[config.mk]
export PLATFORM = sky130hd
export DESIGN_NAME = pwm_prescaled
export DESIGN_NICKNAME = d
export VERILOG_FILES = /design/src/shared/pwm_pkg.sv /design/src/logic/pwm_core.sv /design/src/logic/pwm_prescaled.sv
export VERILOG_INCLUDE_DIRS = /design/src /design/src/shared
export SDC_FILE = /design/constraint.sdc
export NUM_CORES = 1
export LEC_CHECK = 0
export ABC_AREA = 1
export BUFFER_PORTS_ARGS = -buffer_cell sky130_fd_sc_hd__buf_2
export CORE_AREA = 4 4 135 137
export DETAILED_ROUTE_END_ITERATION = 6
export DIE_AREA = 0 0 139 141
export GPL_TIMING_DRIVEN = 0
export HOLD_SLACK_MARGIN = 0.1
export PLACE_DENSITY_LB_ADDON = 0.3
export SLEW_MARGIN = 5
export SYNTH_ARGS = -nofsm -noshare
export SYNTH_HDL_FRONTEND = slang
export SYNTH_SLANG_ARGS = --single-unit
[constraint.sdc]
create_clock -name pclk -period 2.3 [get_ports pclk]
set_input_delay 0.115 -clock pclk [delete_from_list [all_inputs] [get_ports pclk]]
set_output_delay 0.115 -clock pclk [all_outputs]
set_load 0.02 [all_outputs]
[src/shared/pwm_params.svh]
// offsets, field positions, reset values and counts of the pulse-width modulator
// ----------------------------------------------------------------------------
// Contract
// - eight-bit duty; count clock is the oscillator or oscillator divided by two
// - undivided source: period is 255 times (n+1) oscillator cycles
// - high time is period times m/255, that is m(n+1) count clocks
// - enable bit 0 of control initialises output; pulses begin high
// - duty or prescaler writes while running apply from the next period
// - source select zero: low lead-in of (n+1)/2 oscillator cycles first
// - source select one: low lead-in of (n+1) oscillator cycles first
// - pulse output shares its pin with one general port bit
// ----------------------------------------------------------------------------
`ifndef PWM_PARAMS_SVH
`define PWM_PARAMS_SVH

// ----------------------------------------------------------------------------
// register map
// ----------------------------------------------------------------------------
`define PWM_ADDR_W      12
`define PWM_OFS_CTRL    12'h000
`define PWM_OFS_PRESC   12'h004
`define PWM_OFS_DUTY    12'h008
`define PWM_OFS_PORT    12'h00C
`define PWM_OFS_STATUS  12'h010

// ----------------------------------------------------------------------------
// field positions
// ----------------------------------------------------------------------------
`define PWM_CTRL_EN     0
`define PWM_CTRL_SRC    1
`define PWM_PORT_VAL    0
`define PWM_PORT_DIR    1
`define PWM_PORT_PIN    2

// ----------------------------------------------------------------------------
// reset values and counts
// ----------------------------------------------------------------------------
`define PWM_RST_PRESC   8'h00
`define PWM_RST_DUTY    8'h00
`define PWM_SLOT_LAST   8'hFE

`endif

[src/shared/pwm_pkg.sv]
// types of the pulse-width modulator
package pwm_pkg;

	typedef enum logic [2:0] {
		PW_IDLE = 3'b001,
		PW_LEAD = 3'b010,
		PW_RUN  = 3'b100
	} pwm_phase_type;

	typedef struct packed {
		pwm_phase_type phase;
		logic          div_tog;
		logic [7:0]    pre_cnt;
		logic [7:0]    slot_cnt;
		logic [8:0]    lead_cnt;
		logic [7:0]    n_act;
		logic [7:0]    m_act;
		logic          sel_act;
		logic          level;
	} pwm_core_state_type;

	typedef struct packed {
		logic          ctrl_en;
		logic          ctrl_src;
		logic [7:0]    presc;
		logic [7:0]    duty;
		logic          port_val;
		logic          port_dir;
		logic [1:0]    pin_sync;
		logic          pin_o;
		logic          pin_oe;
		logic          pready;
		logic          pslverr;
		logic [31:0]   prdata;
	} pwm_top_state_type;

endpackage

[src/logic/pwm_core.sv]
// prescaler, slot counter and lead-in sequencer of the modulator
`timescale 1ns/10ps
`default_nettype none
`include "pwm_params.svh"

module pwm_core (
	// clock and reset
	input  wire logic       pclk,
	input  wire logic       presetn,
	// settings
	input  wire logic       enable,
	input  wire logic       src_sel,
	input  wire logic [7:0] prescale,
	input  wire logic [7:0] duty,
	// state
	output logic            level,
	output logic            in_lead,
	output logic            running
);

	localparam pwm_pkg::pwm_core_state_type CORE_RST = '{
		phase: pwm_pkg::PW_IDLE, div_tog: 1'b0, pre_cnt: 8'h00, slot_cnt: 8'h00,
		lead_cnt: 9'h000, n_act: 8'h00, m_act: 8'h00, sel_act: 1'b0, level: 1'b0};

	pwm_pkg::pwm_core_state_type st_reg;
	pwm_pkg::pwm_core_state_type st_next;
	logic       tick;
	logic [8:0] lead_len;

	// ------------------------------------------------------------------------
	// count clock and lead-in length
	// ------------------------------------------------------------------------
	assign tick = st_reg.sel_act ? st_reg.div_tog : 1'b1;
	// half a count step is not whole at select zero with even n: rounded up
	assign lead_len = src_sel ? ({1'b0, prescale} + 9'h001)
		: (({1'b0, prescale} + 9'h002) >> 1);

	// ------------------------------------------------------------------------
	// sequencer
	// ------------------------------------------------------------------------
	always_comb begin
		st_next = st_reg;
		case (st_reg.phase)
			pwm_pkg::PW_IDLE: begin
				st_next.level = 1'b0;
				st_next.div_tog = 1'b0;
				// clear leftovers of a cut run: a smaller new n would leave pre_cnt above it
				st_next.pre_cnt = 8'h00;
				st_next.slot_cnt = 8'h00;
				if (enable) begin
					st_next.n_act = prescale;
					st_next.m_act = duty;
					st_next.sel_act = src_sel;
					st_next.lead_cnt = lead_len;
					st_next.phase = pwm_pkg::PW_LEAD;
				end
			end
			pwm_pkg::PW_LEAD: begin
				if (st_reg.lead_cnt == 9'h001) begin
					st_next.phase = pwm_pkg::PW_RUN;
					st_next.pre_cnt = 8'h00;
					st_next.slot_cnt = 8'h00;
					st_next.level = (st_reg.m_act != 8'h00);
				end else begin
					st_next.lead_cnt = st_reg.lead_cnt - 9'h001;
				end
			end
			pwm_pkg::PW_RUN: begin
				st_next.div_tog = ~st_reg.div_tog;
				if (tick) begin
					if (st_reg.pre_cnt == st_reg.n_act) begin
						st_next.pre_cnt = 8'h00;
						if (st_reg.slot_cnt == `PWM_SLOT_LAST) begin
							// new settings only at the period boundary
							st_next.slot_cnt = 8'h00;
							st_next.n_act = prescale;
							st_next.m_act = duty;
							st_next.sel_act = src_sel;
							st_next.level = (duty != 8'h00);
						end else begin
							st_next.slot_cnt = st_reg.slot_cnt + 8'h01;
							st_next.level = ((st_reg.slot_cnt + 8'h01) < st_reg.m_act);
						end
					end else begin
						st_next.pre_cnt = st_reg.pre_cnt + 8'h01;
					end
				end
			end
			default: st_next = CORE_RST;
		endcase
		if (!enable) begin
			st_next.phase = pwm_pkg::PW_IDLE;
			st_next.level = 1'b0;
		end
	end

	always_ff @(posedge pclk or negedge presetn) begin
		if (!presetn) begin
			st_reg <= CORE_RST;
		end else begin
			st_reg <= st_next;
		end
	end

	assign level = st_reg.level;
	assign in_lead = (st_reg.phase == pwm_pkg::PW_LEAD);
	assign running = (st_reg.phase == pwm_pkg::PW_RUN);
endmodule // pwm_core

`default_nettype wire

[src/logic/pwm_prescaled.sv]
// apb register file and shared pin of the pulse-width modulator
`timescale 1ns/10ps
`default_nettype none
`include "pwm_params.svh"

module pwm_prescaled (
	// clock and reset
	input  wire logic                   pclk,
	input  wire logic                   presetn,
	// apb slave
	input  wire logic                   psel,
	input  wire logic                   penable,
	input  wire logic                   pwrite,
	input  wire logic [`PWM_ADDR_W-1:0] paddr,
	input  wire logic [31:0]            pwdata,
	output logic                        pready,
	output logic                        pslverr,
	output logic [31:0]                 prdata,
	// shared pin
	input  wire logic                   shared_port_pin_i,
	output logic                        shared_port_pin_o,
	output logic                        shared_port_pin_oe
);

	localparam pwm_pkg::pwm_top_state_type TOP_RST = '{
		ctrl_en: 1'b0, ctrl_src: 1'b0, presc: `PWM_RST_PRESC, duty: `PWM_RST_DUTY,
		port_val: 1'b0, port_dir: 1'b0, pin_sync: 2'b00, pin_o: 1'b0, pin_oe: 1'b0,
		pready: 1'b0, pslverr: 1'b0, prdata: 32'h0000_0000};

	pwm_pkg::pwm_top_state_type st_reg;
	pwm_pkg::pwm_top_state_type st_next;
	logic core_level;
	logic core_lead;
	logic core_run;
	logic setup_seen;
	logic access_done;

	// ------------------------------------------------------------------------
	// modulator
	// ------------------------------------------------------------------------
	pwm_core u_core (
		.pclk     (pclk),
		.presetn  (presetn),
		.enable   (st_reg.ctrl_en),
		.src_sel  (st_reg.ctrl_src),
		.prescale (st_reg.presc),
		.duty     (st_reg.duty),
		.level    (core_level),
		.in_lead  (core_lead),
		.running  (core_run)
	);

	// ------------------------------------------------------------------------
	// bus, registers and pin
	// ------------------------------------------------------------------------
	// one wait state: decode in the first access cycle, answer in the second
	assign setup_seen = psel && penable && !st_reg.pready;
	assign access_done = psel && penable && st_reg.pready;

	always_comb begin
		st_next = st_reg;
		st_next.pready = setup_seen;
		st_next.pslverr = 1'b0;
		st_next.pin_sync = {st_reg.pin_sync[0], shared_port_pin_i};
		if (setup_seen) begin
			st_next.prdata = 32'h0000_0000;
			case (paddr)
				`PWM_OFS_CTRL: begin
					st_next.prdata[`PWM_CTRL_EN] = st_reg.ctrl_en;
					st_next.prdata[`PWM_CTRL_SRC] = st_reg.ctrl_src;
				end
				`PWM_OFS_PRESC: st_next.prdata[7:0] = st_reg.presc;
				`PWM_OFS_DUTY: st_next.prdata[7:0] = st_reg.duty;
				`PWM_OFS_PORT: begin
					st_next.prdata[`PWM_PORT_VAL] = st_reg.port_val;
					st_next.prdata[`PWM_PORT_DIR] = st_reg.port_dir;
					st_next.prdata[`PWM_PORT_PIN] = st_reg.pin_sync[1];
				end
				`PWM_OFS_STATUS: st_next.prdata[2:0] = {core_run, core_lead, core_level};
				default: st_next.pslverr = 1'b1;
			endcase
		end
		if (access_done && pwrite && !st_reg.pslverr) begin
			case (paddr)
				`PWM_OFS_CTRL: begin
					st_next.ctrl_en = pwdata[`PWM_CTRL_EN];
					st_next.ctrl_src = pwdata[`PWM_CTRL_SRC];
				end
				`PWM_OFS_PRESC: st_next.presc = pwdata[7:0];
				`PWM_OFS_DUTY: st_next.duty = pwdata[7:0];
				`PWM_OFS_PORT: begin
					st_next.port_val = pwdata[`PWM_PORT_VAL];
					st_next.port_dir = pwdata[`PWM_PORT_DIR];
				end
				default: st_next.ctrl_en = st_reg.ctrl_en;
			endcase
		end
		// modulator owns the pin while enabled, else the port bit does
		st_next.pin_o = st_reg.ctrl_en ? core_level : st_reg.port_val;
		st_next.pin_oe = st_reg.ctrl_en | st_reg.port_dir;
	end

	always_ff @(posedge pclk or negedge presetn) begin
		if (!presetn) begin
			st_reg <= TOP_RST;
		end else begin
			st_reg <= st_next;
		end
	end

	assign pready = st_reg.pready;
	assign pslverr = st_reg.pslverr;
	assign prdata = st_reg.prdata;
	assign shared_port_pin_o = st_reg.pin_o;
	assign shared_port_pin_oe = st_reg.pin_oe;
endmodule // pwm_prescaled

`default_nettype wire

# Word-level counts from Yosys, hierarchy flattened
# Index checks and enable logic that the tools add are counted.
dict set report totals {
  input_bits 50
  word_cells 101
  ff_bits 81
}
dict set report op_classes {
  n_bitwise 4
  reduce_logical 21
  n_addsub 5
  mux 29
  magnitude_cmp 1
  n_eq_ne 20
}
# op count
set ops {}
lappend ops {{one-hot mux 17 bit (3 select lines)} 1}
lappend ops {{2-to-1 mux 18 bit} 2}
lappend ops {{2-to-1 mux 33 bit} 1}
lappend ops {{2-to-1 mux 16 bit} 2}
lappend ops {{one-hot mux 16 bit (2 select lines)} 1}
lappend ops {{one-hot mux 9 bit (3 select lines)} 1}
lappend ops {{2-to-1 mux 26 bit} 1}
lappend ops {{== test 12 x 4 -> 1 bit, second input constant} 2}
lappend ops {{2-to-1 mux 8 bit} 3}
lappend ops {{2-to-1 mux 9 bit} 2}
lappend ops {{2-to-1 mux 17 bit} 1}
lappend ops {{adder 8 x 1 -> 8 bit, second input constant} 2}
lappend ops {{nonzero test 8 bit} 2}
lappend ops {{== test 12 x 3 -> 1 bit, second input constant} 1}
lappend ops {{== test 12 x 5 -> 1 bit, second input constant} 1}
lappend ops {{logical NOT 12 bit} 1}
lappend ops {{AND reduction 2 bit} 6}
lappend ops {{one-hot mux 2 bit (5 select lines)} 1}
lappend ops {{one-hot mux 5 bit (2 select lines)} 1}
lappend ops {{adder 8 x 1 -> 9 bit, second input constant} 1}
lappend ops {{adder 8 x 2 -> 9 bit, second input constant} 1}
lappend ops {{== test 9 x 1 -> 1 bit, second input constant} 1}
lappend ops {{!= test 3 x 2 -> 1 bit, second input constant} 3}
lappend ops {{one-hot mux 3 bit (3 select lines)} 1}
lappend ops {{20 further kinds} 41}

# Longest topological paths before layout
dict set report depth {
  word_depth 7
  depth_mapped 13
}

# By module
# From an unflattened synthesis, not the netlist that was laid out.
dict set report hier_totals {
  hier_cells 662
  hier_area_um2 5187.5
}
# mod cells_per_inst area_each_um2 n_inst
set by_module_without_submodules {}
lappend by_module_without_submodules {pwm_core 440 3240.6 1}
lappend by_module_without_submodules {pwm_prescaled 222 1946.9 1}

# Worst setup path before layout
# OpenSTA, ideal clock, no wires.
dict set report synth_timing {
  kind {register -> register}
  startpoint {register u_core.st_reg[29] in the netlist's numbering}
  endpoint {register u_core.st_reg (netlist bit u_core.level)}
  path_slack_ps 515
  setup_ps 71
  synth_period_minus_slack_ps 1785
  path_stages_with_launch 13
  arrival_ps 1714
  path_buffers 0
  cell_sequence {dfrtp_1 > nand2_1 > nor2_1 > nand4_1 > xor2_1 > inv_1 > ha_1 > a21oi_1 > o21a_1 > nand2_1 > a21oi_1 > nor2_1 > nor2_1}
}
dict set report synth_via {
  elab_chain_len 7
  word_cells_on_any_way 8
  cone_classes {1 x add/sub; 1 x order compare; 1 x eq/ne; 5 x mux}
}
# element line_no
set synth_lines {}
lappend synth_lines {{start, declared} pwm_core.sv:25} ;# pwm_pkg::pwm_core_state_type st_reg;
lappend synth_lines {{start signal, assigned} pwm_core.sv:101} ;# st_reg <= st_next;
lappend synth_lines {{adder 8 x 1 -> 8 bit} pwm_core.sv:82} ;# st_next.level = ((st_reg.slot_cnt + 8'h01) < st_reg.m_act);
lappend synth_lines {{less-than comparator 8 bit} pwm_core.sv:82}
lappend synth_lines {{2-to-1 mux 1 bit (*)} pwm_core.sv:73} ;# if (st_reg.slot_cnt == `PWM_SLOT_LAST) begin
lappend synth_lines {{2-to-1 mux 18 bit (*)} pwm_core.sv:71} ;# if (st_reg.pre_cnt == st_reg.n_act) begin
lappend synth_lines {{2-to-1 mux 18 bit (*)} pwm_core.sv:70} ;# if (tick) begin
lappend synth_lines {{one-hot mux 1 bit (2 select lines) (*)} pwm_core.sv:43} ;# case (st_reg.phase)
lappend synth_lines {{2-to-1 mux 1 bit (*)} pwm_core.sv:91} ;# if (!enable) begin
# Every way passes the cells marked *; elsewhere a longest branch is shown, timed or not. The select of a mux whose other input is x is not followed.
# A chain may end at the register's enable or synchronous reset.

# Worst setup path after layout
dict set report layout_timing {
  startpoint {register u_core.st_reg[30] in the netlist's numbering}
  endpoint {register u_core.st_reg (netlist bit u_core.level)}
}
# Same word-level chain as after synthesis.

==> results.py <==
metrics = {
    "outcome": {
        "status": "finished, final reports clean",
    },
    "power": {
        "worst_ir_drop_vdd_mv": 0.3445,
        "p_leak_nw": 2.941,
        "p_per_area_nw_per_um2": 533.4,
    },
    "logic_synthesis": {
        "yosysTopAreaCellShare": 0.3996,
        "synth.distinct_cells": 37,
        "syn_area_per_cell_um2": 7.167,
        "yosysSeqAreaShare": 0.4048,
        "yosys_most_used_dff": "dfrtp_1",
        "ys_async_sr_fraction": 1.000,
        "synthCells": 699,
        "yosysTopAreaCell": "dfrtp_1",
        "synth_area_leaders": "dfrtp_1 (40%), nand2_1 (17%), inv_1 (5.7%)",
        "netlist_area_um2": 5010,
        "synth-seq-cells": 81,
        "synth_warnings": 0,
        "synth_edf_count": 0,
    },
    "clock_network": {
        "cts_tree": "yes",
        "cts_buffers": 9,
        "clock_latency_ps": 350,
        "cts-root-buf": "clkbuf_16",
        "numClockSinks": 81,
        "cts_buffer_depth": 2,
        "h-tree-depth": 3,
        "cts_setup_buffers": 0,
        "cts_resized": 0,
        "clk_pin_slew_ps": 70,
        "hold_buffers": 10,
    },
    "finish": {
        "drive_gt1_frac": 0.1552,
        "layout_commonest_cell": "nand2_1",
        "nNetsFinal": 845,
        "fillers": 1897,
        "mostFrequentLayoutCells": "nand2_1 (221), dfrtp_1 (80), inv_1 (76), nor2_1 (64), buf_2 (47)",
        "register_area_um2": 2028,
        "largest_reg_flops": 46,
        "instances_no_fill": 1011,
        "n_antenna_cell": 0,
        "utilization": 0.3512,
        "syn_to_final_growth_pct": 19.56,
        "finalInstanceArea_um2": 5989,
        "multiInputGateArea_um2": 2409,
    },
    "floorplan": {
        "fp.dieH_um": 141,
        "io_pins": 86,
        "dieArea_um2": 19600,
        "placementRows": 48,
        "core_area_um2": 17060,
        "die_w_um": 139,
        "initial_utilization": 0.2937,
    },
    "global_routing": {
        "grt_util_met3": 0.02001,
        "grt_pass1_vias": 4172,
        "grt.total_usage": 0.1285,
        "grt_max_degree": 63,
        "antenna_found_initial": 0,
        "overflow": 0,
        "grt_pass1_wl_um": 20500,
        "use_met2": 0.2084,
        "grt_use_met1": 0.1739,
        "top_usage_layer": "met2",
    },
    "detailed_routing": {
        "dr.pass1.iters": 5,
        "wl_um": 12430,
        "vias_per_cell": 4.426,
        "vias": 4475,
        "wl_per_cell_um": 12.29,
        "drtIter0Drc": 236,
        "drc_errors": 0,
        "ant_nets": 0,
    },
    "min_path": {
        "hold_class": "in2async",
    },
    "flow_run": {
        "maxCapViolations": 0,
    },
    "setup_path": {
        "crit_type": "reg2reg",
        "critical_path.top_delay_family": "simple AND/OR/NAND/NOR gates",
        "required_ps": 2540,
        "end_kind": "flop",
        "start_kind": "flop",
        "crit_buf_inv": 1,
        "cp_slowest_stage_delay_ps": 420,
        "crit_path_max_fanout": 5,
        "ff2ff_setup_slack_ps": 230,
        "path_cells": "nand2_1 -> nor2_1 -> nand4_1 -> xor2_1 -> inv_1 -> ha_1 -> nand2_1 -> o21a_1 -> nand2_1 -> a21oi_1 -> nor2_1 -> nor2_1",
        "worst-r2r-cell-count": 12,
        "crit_slowest_cell": "dfrtp_1",
        "cp_num_cells": 12,
        "cp.arrival_ps": 2310,
    },
    "timing": {
        "finalHoldViolations": 0,
        "finalClockSkew_ps": 6.517,
        "setup_tns_ps": 0,
        "slew_headroom": 0.5864,
        "fin_crit_sh": 0.9015,
        "period_minus_slack_ps": 2073,
        "tightest_slew_ps": 615.6,
        "rsz0062_at_grt": "false",
        "setup_viol": 0,
        "slew_viol_final": 0,
        "max_freq_ghz": 0.4823,
    },
    "placed_design": {
        "post_dp_cell_area_um2": 5593,
        "dp_cells": 985,
        "dp_hpwl_um": 9349,
        "portBuffers": 37,
        "place_congestion": 0.8455,
    },
}
[cells in the mapped netlist (2+ instances only)]
master,instances
nand2_1,221
dfrtp_1,80
inv_1,76
nor2_1,64
o21ai_1,46
nand3_1,40
buf_4,33
o21ai_0,19
a21oi_1,16
ha_1,14
xor2_1,14
buf_2,11
inv_2,10
a31oi_1,7
nand4_1,6
nor3_1,6
clkbuf_1,5
xnor2_1,4
nand2_2,3
nand3_2,2
nand3b_1,2
nor2_2,2
nor3_2,2
o22ai_1,2
o31ai_1,2
[area by class of cell]
class / count / share of cell area
tap: 225 / 0.04700
sequential: 81 / 0.3386
clock buffer: 10 / 0.03823
timing repair buffer: 48 / 0.05264
multi-input combinational: 504 / 0.4021
inverter: 87 / 0.05452
clock inverter: 6 / 0.01128
buffer: 50 / 0.05557
[layer usage]
layer	wire, um	part of all wire
met1	6015	0.48
met2	5795	0.47
met3	383	0.031
met4	236	0.019
met5	0	0
[metrics by stage]
step / hold WS [ps] / power [mW] / setup WS [ps]
2_1_floorplan: -180.6 / 1.652 / 514.6
3_3_place_gp: 224.6 / 1.743 / 226.5
3_5_place_dp: 34.51 / 1.750 / 204.7
4_1_cts: 225.0 / 3.234 / 196.1
5_1_grt: 245.0 / 3.318 / 13.42
6_report: 221.4 / 3.195 / 226.6
[worst paths after layout]
check / startpoint / end
worst max-delay path: u_core.st_reg[30] / u_core.level
worst min-delay path: presetn / u_core.st_reg[21]
worst max register to register: u_core.st_reg[30] / u_core.level
worst min register to register: st_next[37] / st_reg[37]
max in group asynchronous: presetn / u_core.st_reg[44]
min in group pclk: penable / pslverr
[where the power goes]
group | switching (mW) | internal, mW | leakage (nW)
Clock | 0.616 | 0.845 | 0.139
Combinational | 0.156 | 0.114 | 1.69
Sequential | 0.0165 | 1.45 | 1.11
Total | 0.788 | 2.41 | 2.94
[kinds of logic (layout without fill, tap and decap cells)]
group,count (synthesis),after routing,share of synthesized area
compound gates,98,98,0.1076
xor+xnor,18,18,0.03147
fa+ha+maj,14,14,0.03497
buf+inv,137,201,0.1316
flops,81,81,0.4048
other cells,1,24,0.0007485
simple gates,350,350,0.2887
Power figures use the tool's default switching activity.
